==> src/rtl/udc_defs.svh <==
// address map, field positions and reset values of the usb device control block
`ifndef UDC_DEFS_SVH
`define UDC_DEFS_SVH

`define UDC_ADDR_W          8
`define UDC_DATA_W          8

`define UDC_OFS_FUNC_ADDR   8'h00
`define UDC_OFS_POWER       8'h01
`define UDC_OFS_INT_STS     8'h02
`define UDC_OFS_INT_EN      8'h03
`define UDC_OFS_INDEX       8'h0e
`define UDC_OFS_CSR_BASE    8'h11
`define UDC_CSR_COUNT       5
`define UDC_OFS_XCVR_CTRL   8'hd7

`define UDC_FA_PEND_BIT     7
`define UDC_XC_PULLUP_BIT   7
`define UDC_XC_XCVR_EN_BIT  6
`define UDC_XC_SPEED_BIT    5
`define UDC_XC_TST_HI       4
`define UDC_XC_TST_LO       3
`define UDC_XC_DIFF_BIT     2
`define UDC_XC_DPLUS_BIT    1
`define UDC_XC_DMINUS_BIT   0
`define UDC_PW_SUSP_EN_BIT  0
`define UDC_PW_SUSP_BIT     1
`define UDC_PW_BUSRST_BIT   3

`define UDC_INT_SUSP_BIT    0
`define UDC_INT_XFER_BIT    1
`define UDC_INT_RST_BIT     2
`define UDC_INT_W           3
`define UDC_INT_EN_RST      3'h6
`define UDC_INT_EN_BUSRST   3'h6

`endif

==> src/rtl/udc_pkg.sv <==
// types shared by the usb device control block
package udc_pkg;

  typedef enum logic {
    UDC_LOW_SPEED  = 1'b0,
    UDC_FULL_SPEED = 1'b1
  } udc_speed_t;

  typedef struct packed {
    logic [6:0] fa_wr;
    logic       pend;
    logic [6:0] fa_eff;
    logic       pull_en;
    logic       xcvr_en;
    udc_speed_t speed;
    logic [1:0] tst;
    logic       susp_en;
    logic       susp_mode;
    logic       rst_flag;
    logic [2:0] int_sts;
    logic [2:0] int_en;
    logic [3:0] index;
    logic [7:0] rdata;
    logic       bank_sel;
    logic       flush;
    logic       pu_dp;
    logic       pu_dm;
    logic       irq;
  } udc_state_t;

endpackage

==> src/rtl/udc_ctl.sv <==
// usb device control: transceiver control, deferred function address, bus reset and suspend
`timescale 1ns/100ps
`default_nettype none
`include "udc_defs.svh"
module udc_ctl (
  input  wire logic       clk,
  input  wire logic       srst,
  input  wire logic [7:0] reg_addr,
  input  wire logic [7:0] reg_wdata,
  input  wire logic       reg_wr,
  input  wire logic       reg_rd,
  output logic      [7:0] reg_rdata,
  input  wire logic       vbus_present,
  input  wire logic       dplus_level,
  input  wire logic       dminus_level,
  input  wire logic       bus_reset_det,
  input  wire logic       suspend_det,
  input  wire logic       transfer_end,
  output logic            pullup_dplus,
  output logic            pullup_dminus,
  output logic            transceiver_enable,
  output logic      [1:0] phy_test_select,
  output logic            suspend_mode,
  output logic      [6:0] match_address,
  output logic            fifo_flush,
  output logic      [3:0] ep_index,
  output logic            irq
);

  udc_pkg::udc_state_t s_q;
  udc_pkg::udc_state_t s_d;

  logic       wr_fa;
  logic       wr_xc;
  logic       wr_pw;
  logic       soft_rst;
  logic       in_bank_wr;
  logic       in_bank_rd;
  logic       bank_clr;
  logic       diff_rx;
  logic [7:0] bank_rdata;
  logic [2:0] bank_waddr;
  logic [2:0] bank_raddr;

  // register decode
  // the csr bank answers only inside its own window; elsewhere it stays quiet
  always_comb begin
    wr_fa      = reg_wr && (reg_addr == `UDC_OFS_FUNC_ADDR);
    wr_xc      = reg_wr && (reg_addr == `UDC_OFS_XCVR_CTRL);
    wr_pw      = reg_wr && (reg_addr == `UDC_OFS_POWER);
    soft_rst   = wr_pw && reg_wdata[`UDC_PW_BUSRST_BIT];
    in_bank_wr = reg_wr && (reg_addr >= `UDC_OFS_CSR_BASE)
                 && (reg_addr < `UDC_OFS_CSR_BASE + 8'(`UDC_CSR_COUNT));
    in_bank_rd = reg_rd && (reg_addr >= `UDC_OFS_CSR_BASE)
                 && (reg_addr < `UDC_OFS_CSR_BASE + 8'(`UDC_CSR_COUNT));
    bank_waddr = 3'(reg_addr - `UDC_OFS_CSR_BASE);
    bank_raddr = 3'(reg_addr - `UDC_OFS_CSR_BASE);
    // differential receiver only meaningful while the transceiver runs
    diff_rx    = s_q.xcvr_en && dplus_level && !dminus_level;
  end

  assign bank_clr = bus_reset_det || soft_rst;

  udc_csr_bank #(
    .DEPTH (`UDC_CSR_COUNT),
    .AW    (3)
  ) u_csr_bank (
    .clk   (clk),
    .srst  (srst),
    .clr   (bank_clr),
    .wr    (in_bank_wr && !bank_clr),
    .waddr (bank_waddr),
    .wdata (reg_wdata),
    .raddr (bank_raddr),
    .rdata (bank_rdata)
  );

  always_comb begin
    s_d       = s_q;
    s_d.flush = 1'b0;
    s_d.rdata = 8'h00;

    // read data stand only in the cycle after the strobe
    s_d.bank_sel = in_bank_rd;
    // unmapped offsets read as zero
    if (reg_rd) begin
      if (reg_addr == `UDC_OFS_FUNC_ADDR) begin
        s_d.rdata = {s_q.pend, s_q.fa_wr};
      end else if (reg_addr == `UDC_OFS_POWER) begin
        s_d.rdata = {4'h0, s_q.rst_flag, 1'b0, s_q.susp_mode, s_q.susp_en};
      end else if (reg_addr == `UDC_OFS_INT_STS) begin
        s_d.rdata = {5'h00, s_q.int_sts};
      end else if (reg_addr == `UDC_OFS_INT_EN) begin
        s_d.rdata = {5'h00, s_q.int_en};
      end else if (reg_addr == `UDC_OFS_INDEX) begin
        s_d.rdata = {4'h0, s_q.index};
      end else if (reg_addr == `UDC_OFS_XCVR_CTRL) begin
        s_d.rdata = {s_q.pull_en, s_q.xcvr_en, s_q.speed, s_q.tst,
                     diff_rx, dplus_level, dminus_level};
      end else begin
        s_d.rdata = 8'h00;
      end
    end

    if (soft_rst) begin
      // whole function back to defaults; the read result survives
      s_d.fa_wr     = 7'h00;
      s_d.pend      = 1'b0;
      s_d.fa_eff    = 7'h00;
      s_d.pull_en   = 1'b0;
      s_d.xcvr_en   = 1'b0;
      s_d.speed     = udc_pkg::UDC_LOW_SPEED;
      s_d.tst       = 2'h0;
      s_d.susp_en   = 1'b0;
      s_d.susp_mode = 1'b0;
      s_d.rst_flag  = 1'b0;
      s_d.int_sts   = 3'h0;
      s_d.int_en    = `UDC_INT_EN_RST;
      s_d.index     = 4'h0;
    end else begin
      if (wr_fa) begin
        s_d.fa_wr = reg_wdata[6:0];
        s_d.pend  = 1'b1;
      end else if (transfer_end && s_q.pend) begin
        // a write in the same cycle keeps the old address in force
        s_d.fa_eff = s_q.fa_wr;
        s_d.pend   = 1'b0;
      end
      if (wr_xc) begin
        s_d.pull_en = reg_wdata[`UDC_XC_PULLUP_BIT];
        s_d.xcvr_en = reg_wdata[`UDC_XC_XCVR_EN_BIT];
        s_d.speed   = udc_pkg::udc_speed_t'(reg_wdata[`UDC_XC_SPEED_BIT]);
        s_d.tst     = reg_wdata[`UDC_XC_TST_HI:`UDC_XC_TST_LO];
      end
      if (wr_pw) begin
        s_d.susp_en = reg_wdata[`UDC_PW_SUSP_EN_BIT];
      end
      if (reg_wr && reg_addr == `UDC_OFS_INT_STS) begin
        s_d.int_sts = s_q.int_sts & ~reg_wdata[2:0];
      end
      if (reg_wr && reg_addr == `UDC_OFS_INT_EN) begin
        s_d.int_en = reg_wdata[2:0];
      end
      if (reg_wr && reg_addr == `UDC_OFS_INDEX) begin
        s_d.index = reg_wdata[3:0];
      end
    end

    // events after software clears, so a coincident event is kept
    // a soft reset leaves every flag at its default unless a bus reset arrives in the same cycle
    if (transfer_end && !soft_rst) begin
      s_d.int_sts[`UDC_INT_XFER_BIT] = 1'b1;
    end
    if (suspend_det && s_q.susp_en && !soft_rst) begin
      s_d.susp_mode                  = 1'b1;
      s_d.int_sts[`UDC_INT_SUSP_BIT] = 1'b1;
    end

    // bus reset comes last: it overrides software and the other events
    if (bus_reset_det) begin
      s_d.rst_flag  = 1'b1;
      s_d.fa_wr     = 7'h00;
      s_d.fa_eff    = 7'h00;
      s_d.pend      = 1'b0;
      s_d.flush     = 1'b1;
      s_d.index     = 4'h0;
      s_d.int_en    = `UDC_INT_EN_BUSRST;
      s_d.int_sts   = 3'h0;
      s_d.susp_mode = 1'b0;
      s_d.int_sts[`UDC_INT_RST_BIT] = s_d.int_en[`UDC_INT_RST_BIT];
    end

    // pull-up sits on the line that the speed bit picks, only with bus power
    s_d.pu_dp = s_d.pull_en && vbus_present && (s_d.speed == udc_pkg::UDC_FULL_SPEED);
    s_d.pu_dm = s_d.pull_en && vbus_present && (s_d.speed == udc_pkg::UDC_LOW_SPEED);
    // level interrupt leaves a flop, so no glitch reaches the pin
    s_d.irq   = |(s_d.int_sts & s_d.int_en);
  end

  always_ff @(posedge clk) begin
    if (srst) begin
      s_q        <= '0;
      // enables wake up with every source but suspend
      s_q.int_en <= `UDC_INT_EN_RST;
    end else begin
      s_q <= s_d;
    end
  end

  // bank data already come out of a register, so this only selects flops
  assign reg_rdata          = s_q.bank_sel ? bank_rdata : s_q.rdata;
  assign pullup_dplus       = s_q.pu_dp;
  assign pullup_dminus      = s_q.pu_dm;
  assign transceiver_enable = s_q.xcvr_en;
  assign phy_test_select    = s_q.tst;
  assign suspend_mode       = s_q.susp_mode;
  assign match_address      = s_q.fa_eff;
  assign fifo_flush         = s_q.flush;
  assign ep_index           = s_q.index;
  assign irq                = s_q.irq;
endmodule
`default_nettype wire

==> src/rtl/udc_csr_bank.sv <==
// small bank of endpoint control/status bytes with registered read and bulk clear
`timescale 1ns/100ps
`default_nettype none
module udc_csr_bank #(
  parameter int DEPTH = 5,
  parameter int AW    = 3
) (
  input  wire logic          clk,
  input  wire logic          srst,
  input  wire logic          clr,
  input  wire logic          wr,
  input  wire logic [AW-1:0] waddr,
  input  wire logic [7:0]    wdata,
  input  wire logic [AW-1:0] raddr,
  output logic      [7:0]    rdata
);

  typedef struct packed {
    logic [DEPTH-1:0][7:0] mem;
    logic [7:0]            rd;
  } udc_bank_t;

  udc_bank_t b_q;
  udc_bank_t b_d;

  always_comb begin
    b_d    = b_q;
    b_d.rd = (int'(raddr) < DEPTH) ? b_q.mem[raddr] : 8'h00;
    if (clr) begin
      b_d.mem = '0;
    end else if (wr && int'(waddr) < DEPTH) begin
      b_d.mem[waddr] = wdata;
    end
  end

  always_ff @(posedge clk) begin
    if (srst) begin
      b_q <= '0;
    end else begin
      b_q <= b_d;
    end
  end

  assign rdata = b_q.rd;

endmodule
`default_nettype wire

==> config.mk <==
export PLATFORM = sky130hd
export DESIGN_NAME = udc_ctl
export DESIGN_NICKNAME = d
export VERILOG_FILES = /design/src/rtl/udc_pkg.sv /design/src/rtl/udc_ctl.sv /design/src/rtl/udc_csr_bank.sv
export VERILOG_INCLUDE_DIRS = /design/src /design/src/rtl
export SDC_FILE = /design/constraint.sdc
export NUM_CORES = 1
export LEC_CHECK = 0
export BUFFER_PORTS_ARGS = -buffer_cell sky130_fd_sc_hd__buf_2
export CAP_MARGIN = 20
export CORE_AREA = 3 3 96 98
export CTS_BUF_LIST = sky130_fd_sc_hd__clkbuf_8
export CTS_CLUSTER_DIAMETER = 100
export CTS_CLUSTER_SIZE = 10
export DETAILED_ROUTE_END_ITERATION = 8
export DIE_AREA = 0 0 99 101
export GPL_TIMING_DRIVEN = 0
export PLACE_DENSITY = 0.69
export SYNTH_ARGS = -nofsm -noshare
export SYNTH_HDL_FRONTEND = slang
export SYNTH_SLANG_ARGS = --single-unit
==> constraint.sdc <==
create_clock -name clk -period 2.8 [get_ports clk]
set_input_delay 0.28 -clock clk [delete_from_list [all_inputs] [get_ports clk]]
set_output_delay 0.28 -clock clk [all_outputs]
set_load 0.02 [all_outputs]
==> run_results.csv, run 1 <==
group,metric,value,unit
outcome,status,"finished, final reports clean",
pwr,p_leak,2.21,nW
placed_design,post-place-ws,-0.406,ns
cts,clk_latency,0.35,ns
sta,fmax,376,MHz
sta,finalHoldViolations,0,
yosys,synth_nets,448,
die,ios,53,
detailed_routing,drt_iter0_markers,245,
detailed_routing,dr.pass1.iters,6,
cells_and_area,final_common_cell,"dfxtp_1",
cells_and_area,n_antenna_cell,0,
detailed_routing,vias_per_cell,5.56,
critical_path,crit_path_max_fanout,10,
global_route,grt_antenna_before_repair,1,
cts,htree_levels,3,
critical_path,start_kind,"input port",
yosys,synth_warnings,0,
cells_and_area,final-seq-area,0.00188,mm²
yosys,synth_top_cell_by_area,"dfxtp_1",
yosys,syn_area,0.00415,mm²
job,maxCapViolations,0,
cells_and_area,multiInputGateArea,0.00205,mm²
global_route,grt_max_degree,14,
cts,cts_hold_buffers,0,
sta,min_period,2.66,ns
yosys,ys_ff_latch,94,
cts,cts_max_path_buffers,2,
detailed_routing,drt_drc_violations_left,0,
sta,timing.final.max_slew_violations,0,
cts,clockRootBuffer,"clkbuf_8",
sta,period_share,94.9,%
global_route,grt_pass1_wl,17.1,mm
yosys,synth_edf_count,0,
sta,slew_headroom,50.7,%
die,fp.dieW,99,µm
global_route,grt_usage,22.2,%
pwr,peakVddDrop,275,µV
sta,worst_slack,0.142,ns
cts,cts_tree,"done",
placed_design,port_buffers,46,
critical_path,cp-end-kind,"flop",
detailed_routing,drt-wirelength-per-cell,18.2,µm
sta,setup_viol,0,
global_route,grt-ovfl-total,0,
yosys,synth_area_leaders,"dfxtp_1 (45%), mux2i_1 (15%), nor2_1 (7.8%)",
cells_and_area,final_nets,505,
detailed_routing,detail-route-antenna-nets,0,
cells_and_area,drive_gt1_share,23.1,%
critical_path,arrival,2.87,ns
die,die_y,101,µm
cells_and_area,syn_to_final_growth,12.6,%
worst_hold_path,hold_path.class,"input port to flop",
pwr,power_density,484,mW/mm²
cts,clock-sinks,94,
yosys,synth_cell_types,51,
sta,rsz0062_at_grt,"false",
cells_and_area,n_fill_cell,777,
yosys,synth_top_flop_cell,"dfxtp_1",
yosys,synth_area_per_cell,9.93,µm²
placed_design,hpwl,7.63,mm
yosys,syn_inst,418,
sta,worst_slew_pin_slew,0.740,ns
die,fp.dieArea,0.0100,mm²
die,fp-row-count,34,
die,core-area,0.00855,mm²
cts,cts_buffers,9,
detailed_routing,via_count,3255,
detailed_routing,wl,10.7,mm
critical_path,crit_required,3.01,ns
cts,path_clk_slew,0.08,ns
yosys,synth_top_area_share,45.3,%
sta,finClkSkew,0.0120,ns
global_route,grt_pass1_vias,3136,
cells_and_area,mostFrequentLayoutCells,"dfxtp_1 (94), nor2_1 (86), mux2i_1 (64), buf_2 (52), mux2_2 (16)",
placed_design,routabilityCongestion,0.884,
cells_and_area,fin_util,54.7,%
yosys,async_flop_share,0,%
die,start_util,48.6,%
yosys,seq_area_frac_synth,45.3,%
critical_path,crit_type,"input port to flop",
[metrics by stage]
| step | cell area [µm²] | power, W | TNS, ns | instances | hold WS, ns |
|---|---|---|---|---|---|
| floorplan | 4150 | 0.00148 | 0 | 418 | 0.374 |
| global placement | 4520 | 0.00156 | -14.16 | 572 | 0.470 |
| detailed placement | 4520 | 0.00156 | -15.69 | 572 | 0.480 |
| CTS | 4670 | 0.00228 | 0 | 585 | 0.147 |
| global route | 4680 | 0.00236 | 0 | 585 | 0.167 |
| finish | 4680 | 0.00226 | 0 | 585 | 0.167 |
[logic make-up (layout without fill, tap and decap cells)]
family | after synthesis | count (layout) | share of synthesized area (%)
AOI/OAI and AO/OA | 51 | 51 | 10.1
xor gates and xnor gates | 1 | 1 | 0.211
adders and majority gates | 4 | 4 | 1.21
buffers and inverters | 45 | 104 | 5.69
DFF | 94 | 94 | 45.3
muxes | 80 | 80 | 19.8
and+or+nand+nor | 143 | 143 | 17.7
[final cells by class]
type,instances,area share [%]
multi-input cells,279,43.8
flip-flops and latches,94,40.2
repair buffers,46,4.92
plain buffers,37,4.44
well taps,108,2.89
clock buffers,9,2.65
inverters,8,0.642
clock inverters,4,0.401
[repair_timing]
action,4_1_cts,5_1_grt
setup buffers,0,0
setup endpoints to repair,9,4
resized for setup,2,1
[report_power, final]
part / total, W / switching (W) / internal (W)
combinational: 0.000185 / 0.000133 / 0.0000517
clock: 0.000733 / 0.000432 / 0.000301
sequential: 0.00134 / 0.00000315 / 0.00134
total: 0.00226 / 0.000569 / 0.00169
[per-layer routing]
metal	vias to the layer above	global-route usage, %	part of all wire (%)
met3	15	5.40	7.1
met5	-	0	0.066
met2	107	33.2	44
met4	2	5.25	1.2
met1	1546	32.2	48
li1	1585	-	-
[worst paths after layout]
kind               startpoint            endpoint  slack (ns)  depth (start not counted)
setup reg to reg      s_q[22]              s_q[7]        1.35                          4
hold / removal           srst          fifo_flush        0.17                          2
hold reg to reg   ep_index[1]         ep_index[1]        0.49                          2
setup / recovery  reg_addr[0]  u_csr_bank.b_q[36]        0.14                         10
[worst max-delay path, cell delays in order]
cell	delay, ns
buf_2	0.18
clkbuf_2	0.29
inv_1	0.11
ha_1	0.23
buf_6	0.14
nor3b_1	0.15
a2111oi_4	0.71
nand3_2	0.43
mux2i_1	0.28
nor2_1	0.06
[registers in the layout, indices dropped and copies added (netlist names)]
name and count:
phy_test_select 2, transceiver_enable 1, pullup_dminus 1, u_csr_bank.rdata 8, u_csr_bank.b_q 40, suspend_mode 1
match_address 7, fifo_flush 1, s_q 27, irq 1, ep_index 4, pullup_dplus 1
[synthesized netlist by cell type (2+ instances only)]
master    count
dfxtp_1      94
nor2_1       86
mux2i_1      64
mux2_2       16
buf_4        14
clkbuf_1     14
a21oi_1      12
nand2_1      10
nand3_1      10
a222oi_1      9
a22o_1        8
inv_1         8
buf_2         6
nor2b_1       6
a32oi_1       5
ha_1          4
or3_1         4
nand4_1       3
nand4_4       3
nor3_1        3
a21o_1        2
a221oi_1      2
buf_1         2
nand3_2       2
nand4b_1      2
nor3_2        2
nor4b_1       2
o21ai_1       2
(Power assumes the default switching activity.)
==> run 2: changes to the inputs <==
--- a/config.mk
+++ b/config.mk
@@ -16,6 +16,7 @@
 export DIE_AREA = 0 0 99 101
 export GPL_TIMING_DRIVEN = 0
 export PLACE_DENSITY = 0.69
+export RECOVER_POWER = 100
 export SYNTH_ARGS = -nofsm -noshare
 export SYNTH_HDL_FRONTEND = slang
 export SYNTH_SLANG_ARGS = --single-unit
==> run_results.csv, run 2 (same netlist as run 1, synthesis figures left out) <==
group,metric,value,unit
pwr,pwr-share-comb,8.1,%
detailed_routing,drt_iter0_markers,244,
worst_hold_path,min_path_cells,2,
pwr,p_leak,2.08,nW
cts,clockRootBuffer,"clkbuf_8",
pwr,p_seq_share,59.4,%
pwr,internal_power,0.00169,W
sta,worst_slew_pin_slew,1.09,ns
worst_hold_path,min_from,"srst",
sta,fmax,376,MHz
sta,finClkSkew,0.0128,ns
cts,cts_max_path_buffers,2,
critical_path,r2r-start,"s_q[22]",
worst_hold_path,min_to,"fifo_flush",
sta,slew_headroom,26.9,%
cts,clk_latency,0.35,ns
cells_and_area,mostFrequentLayoutCells,"dfxtp_1 (94), nor2_1 (86), mux2i_1 (64), clkbuf_1 (45), buf_2 (21)",
critical_path,crit_required,3.02,ns
pwr,power_density,489,mW/mm²
cells_and_area,largest-register,"u_csr_bank.b_q",
critical_path,rrSetupSlack,1.36,ns
cts,cts_buffers,9,
sta,finalHoldViolations,0,
pwr,switchingPower,0.000571,W
cts,path_clk_slew,0.08,ns
cts,cts_tree,"done",
critical_path,arrival,2.88,ns
cells_and_area,final_nets,505,
die,die_y,101,µm
detailed_routing,drt_drc_violations_left,0,
job,maxCapViolations,0,
pwr,peakVddDrop,277,µV
detailed_routing,drt-wirelength-per-cell,18.2,µm
cells_and_area,drive_gt1_share,15.7,%
sta,setup_viol,0,
global_route,grt-ovfl-total,0,
cts,clock-sinks,94,
global_route,grt_usage,22.2,%
cells_and_area,largest_reg_flops,40,
sta,timing.final.max_slew_violations,0,
die,fp-row-count,34,
detailed_routing,dr.pass1.iters,6,
cells_and_area,design_area,0.00463,mm²
pwr,switching_share,25.2,%
global_route,grt_pass1_wl,17.1,mm
outcome,status,"finished, final reports clean",
critical_path,reg2reg_depth,4,
critical_path,start_kind,"input port",
critical_path,crit_path_max_fanout,10,
critical_path,r2r_end,"s_q[7]",
global_route,grt_antenna_before_repair,1,
placed_design,dp.cells,572,
detailed_routing,wl,10.7,mm
cells_and_area,n_fill_cell,795,
pwr,clkPwrFrac,32.5,%
critical_path,crit_type,"input port to flop",
placed_design,place_area,0.00452,mm²
placed_design,hpwl,7.63,mm
cts,cts_hold_buffers,0,
die,core-area,0.00855,mm²
die,fp.dieArea,0.0100,mm²
detailed_routing,detail-route-antenna-nets,0,
die,fp.dieW,99,µm
detailed_routing,vias_per_cell,5.57,
cells_and_area,syn_to_final_growth,11.4,%
placed_design,port_buffers,46,
cells_and_area,final_common_cell,"dfxtp_1",
critical_path,cp-end-kind,"flop",
die,ios,53,
cts,cts_setup_buffers,0,
sta,period_share,95.1,%
global_route,grt_max_degree,14,
sta,rsz0062_at_grt,"false",
placed_design,routabilityCongestion,0.884,
global_route,grt_pass1_vias,3136,
cts,htree_levels,3,
cells_and_area,layout.cells.non_filler,585,
die,start_util,48.6,%
sta,min_period,2.66,ns
cells_and_area,n_antenna_cell,0,
detailed_routing,via_count,3259,
worst_hold_path,hold_path.class,"input port to flop",
## run 2: worst max-delay path, cell delays in order
cell,delay [ns]
buf_2,0.18
clkbuf_2,0.29
inv_1,0.11
ha_1,0.23
buf_6,0.14
nor3b_1,0.15
a2111oi_4,0.72
nand3_2,0.42
mux2i_1,0.28
nor2_1,0.06
## run 2: timing repair
action                                  in CTS  in global routing
gates resized for setup                      2                  1
endpoints found under the setup margin       9                  4
endpoints found under the hold margin        0                  0
## run 2: per-layer routing
metal | share of wire, % | up-vias | GRT usage (%)
met5 | 0.066 | - | 0
met4 | 1.2 | 2 | 5.25
met3 | 6.0 | 17 | 5.40
met2 | 44 | 117 | 33.2
met1 | 49 | 1543 | 32.2
li1 | - | 1580 | -
## run 2: final cells by class
cell class	count	area, µm²	share of cell area, %
buffer	37	206	4.46
clock buffer	9	124	2.68
clock inverter	4	18.8	0.406
inverter	8	30.0	0.649
multi-input combinational	279	2040	44.0
sequential	94	1880	40.7
tap	108	135	2.92
timing repair buffer	46	194	4.19
## run 2: how the worst max path moves through the flow
stage / start / cells past startpoint / end
2_1_floorplan: reg_addr[0] / 9 / u_csr_bank.b_q[16]
3_3_place_gp: reg_addr[0] / 11 / u_csr_bank.rdata[3]
3_5_place_dp: reg_addr[0] / 11 / u_csr_bank.b_q[36]
4_1_cts: reg_addr[0] / 11 / u_csr_bank.rdata[5]
5_1_grt: reg_addr[0] / 10 / u_csr_bank.b_q[19]
6_report: reg_addr[0] / 10 / u_csr_bank.b_q[36]
## run 2: power groups by stage
stage | sequential (W) | clock (W) | combinational, W
floorplan | 0.00138 | 0 | 0.000105
detailed placement | 0.00138 | 0 | 0.000179
finish | 0.00134 | 0.000736 | 0.000182
CTS | 0.00134 | 0.000755 | 0.000182
global placement | 0.00138 | 0 | 0.000179
global route | 0.00135 | 0.000812 | 0.000196
## run 2: stage by stage
step	utilization, %	setup WS (ns)	TNS [ns]	total power (W)	hold WS, ns
2_1_floorplan	-	0.268	0	0.00148	0.374
3_3_place_gp	52.8	-0.369	-14.16	0.00156	0.470
3_5_place_dp	52.8	-0.406	-15.69	0.00156	0.480
4_1_cts	54.6	0.163	0	0.00228	0.147
5_1_grt	54.1	0.0164	0	0.00235	0.167
6_report	54.1	0.138	0	0.00226	0.158
==> run 3: changes to the inputs <==
--- a/config.mk
+++ b/config.mk
@@ -8,14 +8,14 @@
 export LEC_CHECK = 0
 export BUFFER_PORTS_ARGS = -buffer_cell sky130_fd_sc_hd__buf_2
 export CAP_MARGIN = 20
-export CORE_AREA = 3 3 96 98
+export CORE_AREA = 3 3 94 96
 export CTS_BUF_LIST = sky130_fd_sc_hd__clkbuf_8
 export CTS_CLUSTER_DIAMETER = 100
 export CTS_CLUSTER_SIZE = 10
 export DETAILED_ROUTE_END_ITERATION = 8
-export DIE_AREA = 0 0 99 101
+export DIE_AREA = 0 0 97 99
 export GPL_TIMING_DRIVEN = 0
-export PLACE_DENSITY = 0.69
+export PLACE_DENSITY = 0.71
 export RECOVER_POWER = 100
 export SYNTH_ARGS = -nofsm -noshare
 export SYNTH_HDL_FRONTEND = slang
==> run_results.csv, run 3 (same netlist as run 1, synthesis figures left out) <==
group,metric,value,unit
job,maxCapViolations,0,
sta,finalHoldViolations,0,
cells_and_area,largest-register,"u_csr_bank.b_q",
cells_and_area,drive_gt1_share,16.5,%
critical_path,crit_family,"simple AND/OR/NAND/NOR gates",
placed_design,routabilityCongestion,0.949,
placed_design,port_buffers,46,
cts,path_clk_slew,0.09,ns
die,core-area,0.00813,mm²
pwr,power_density,554,mW/mm²
global_route,grt_antenna_before_repair,0,
cts,cts_setup_buffers,0,
global_route,grt_pass1_vias,3100,
detailed_routing,drt-wirelength-per-cell,17.8,µm
sta,min_period,2.63,ns
global_route,grt_usage,21.9,%
cts,cts_tree,"done",
sta,setup_viol,0,
cells_and_area,syn_to_final_growth,13.3,%
sta,rsz0062_at_grt,"false",
cts,cts_buffers,9,
critical_path,crit_path_max_fanout,10,
sta,period_share,93.8,%
critical_path,start_kind,"input port",
critical_path,crit_required,3.04,ns
cells_and_area,final-seq-area,0.00188,mm²
die,ios,53,
cts,htree_levels,3,
critical_path,path_cells,"buf_2 -> clkbuf_2 -> inv_1 -> ha_1 -> buf_6 -> xor2_1 -> buf_4 -> nor3_2 -> nand3_2 -> mux2i_1 -> nor2_1",
detailed_routing,wl,10.4,mm
sta,slew_headroom,27.4,%
critical_path,cp-end-kind,"flop",
critical_path,arrival,2.86,ns
detailed_routing,detail-route-antenna-nets,0,
sta,finClkSkew,0.0105,ns
cells_and_area,largest_reg_flops,40,
pwr,p_leak,2.12,nW
cells_and_area,final_nets,505,
sta,fmax,381,MHz
placed_design,hpwl,7.51,mm
critical_path,max_stage_delay,0.51,ns
global_route,grt_pass1_wl,16.6,mm
sta,worst_slew_pin_slew,1.08,ns
sta,whs,0.111,ns
cells_and_area,n_antenna_cell,0,
die,fp-row-count,33,
die,start_util,51.1,%
die,fp.dieW,97,µm
global_route,grt-ovfl-total,0,
die,fp.dieArea,0.00960,mm²
die,die_y,99,µm
worst_hold_path,hold_path.class,"input port to flop",
sta,timing.final.max_slew_violations,0,
cells_and_area,multiInputGateArea,0.00202,mm²
cts,clk_latency,0.37,ns
sta,finalSetupTns,0,ns
critical_path,crit_type,"input port to flop",
detailed_routing,drt_iter0_markers,268,
detailed_routing,vias_per_cell,5.57,
outcome,status,"finished, final reports clean",
cells_and_area,final_common_cell,"dfxtp_1",
cts,clock-sinks,94,
critical_path,critPathBufInv,5,
global_route,grt_max_degree,16,
pwr,peakVddDrop,283,µV
cells_and_area,mostFrequentLayoutCells,"dfxtp_1 (94), nor2_1 (86), mux2i_1 (64), clkbuf_1 (46), buf_2 (21)",
cells_and_area,n_fill_cell,724,
detailed_routing,dr.pass1.iters,7,
detailed_routing,via_count,3257,
cts,cts_max_path_buffers,2,
cts,clockRootBuffer,"clkbuf_8",
detailed_routing,drt_drc_violations_left,0,
critical_path,cpMaxStageDelayCell,"nor3_2",
-- run 3: metrics by stage --
step	setup WS [ns]	total power (W)	area (µm²)	instances	util [%]
after floorplan	0.268	0.00148	4150	418	-
after global placement	-0.365	0.00155	4510	569	55.5
after detailed placement	-0.361	0.00156	4510	569	55.5
after CTS	0.00739	0.00262	4770	585	58.6
after global routing	0.0358	0.00269	4710	585	57.9
final	0.175	0.00261	4710	585	57.9
-- run 3: worst reg2reg max path, stage by stage, from the launching register on --
cell and delay (ns):
dfxtp_1 0.36, inv_1 0.06, a2111oi_0 0.54, o22ai_1 0.16, a21oi_1 0.23
-- run 3: per-layer routing --
layer / part of all wire [%] / up-vias / track usage, %
li1: - / 1589 / -
met1: 49 / 1533 / 32.2
met2: 42 / 126 / 31.3
met3: 7.7 / 9 / 5.94
met4: 1.2 / 0 / 6.80
met5: 0 / - / 0
-- run 3: cell type report --
cell class              instances  area share (%)
repair buffers                 46            4.09
inverters                       8           0.638
clock buffers                  10            2.92
multi-input cells             279            42.8
well taps                     105            2.79
flip-flops and latches         94            40.0
plain buffers                  37            4.39
clock inverters                 6            2.34
-- run 3: timing repair --
action / in CTS / in global routing
pin swaps: 0 / 1
gates resized for setup: 1 / 2
hold buffers: 0 / 0
setup endpoints to repair: 1 / 48
gates cloned: 0 / 0
-- run 3: final timing paths --
kind / startpoint / end / slack (ns) / cells past startpoint
max reg2reg: s_q[22] / s_q[7] / 1.37 / 4
min reg2reg: ep_index[1] / ep_index[1] / 0.50 / 2
min: srst / fifo_flush / 0.11 / 2
max: reg_addr[0] / u_csr_bank.b_q[38] / 0.17 / 11
-- run 3: report_power, final --
part | internal (W) | switching [W]
sequential | 0.00134 | 0.00000369
clock | 0.000616 | 0.000468
combinational | 0.0000491 | 0.000128
total | 0.00201 | 0.000599
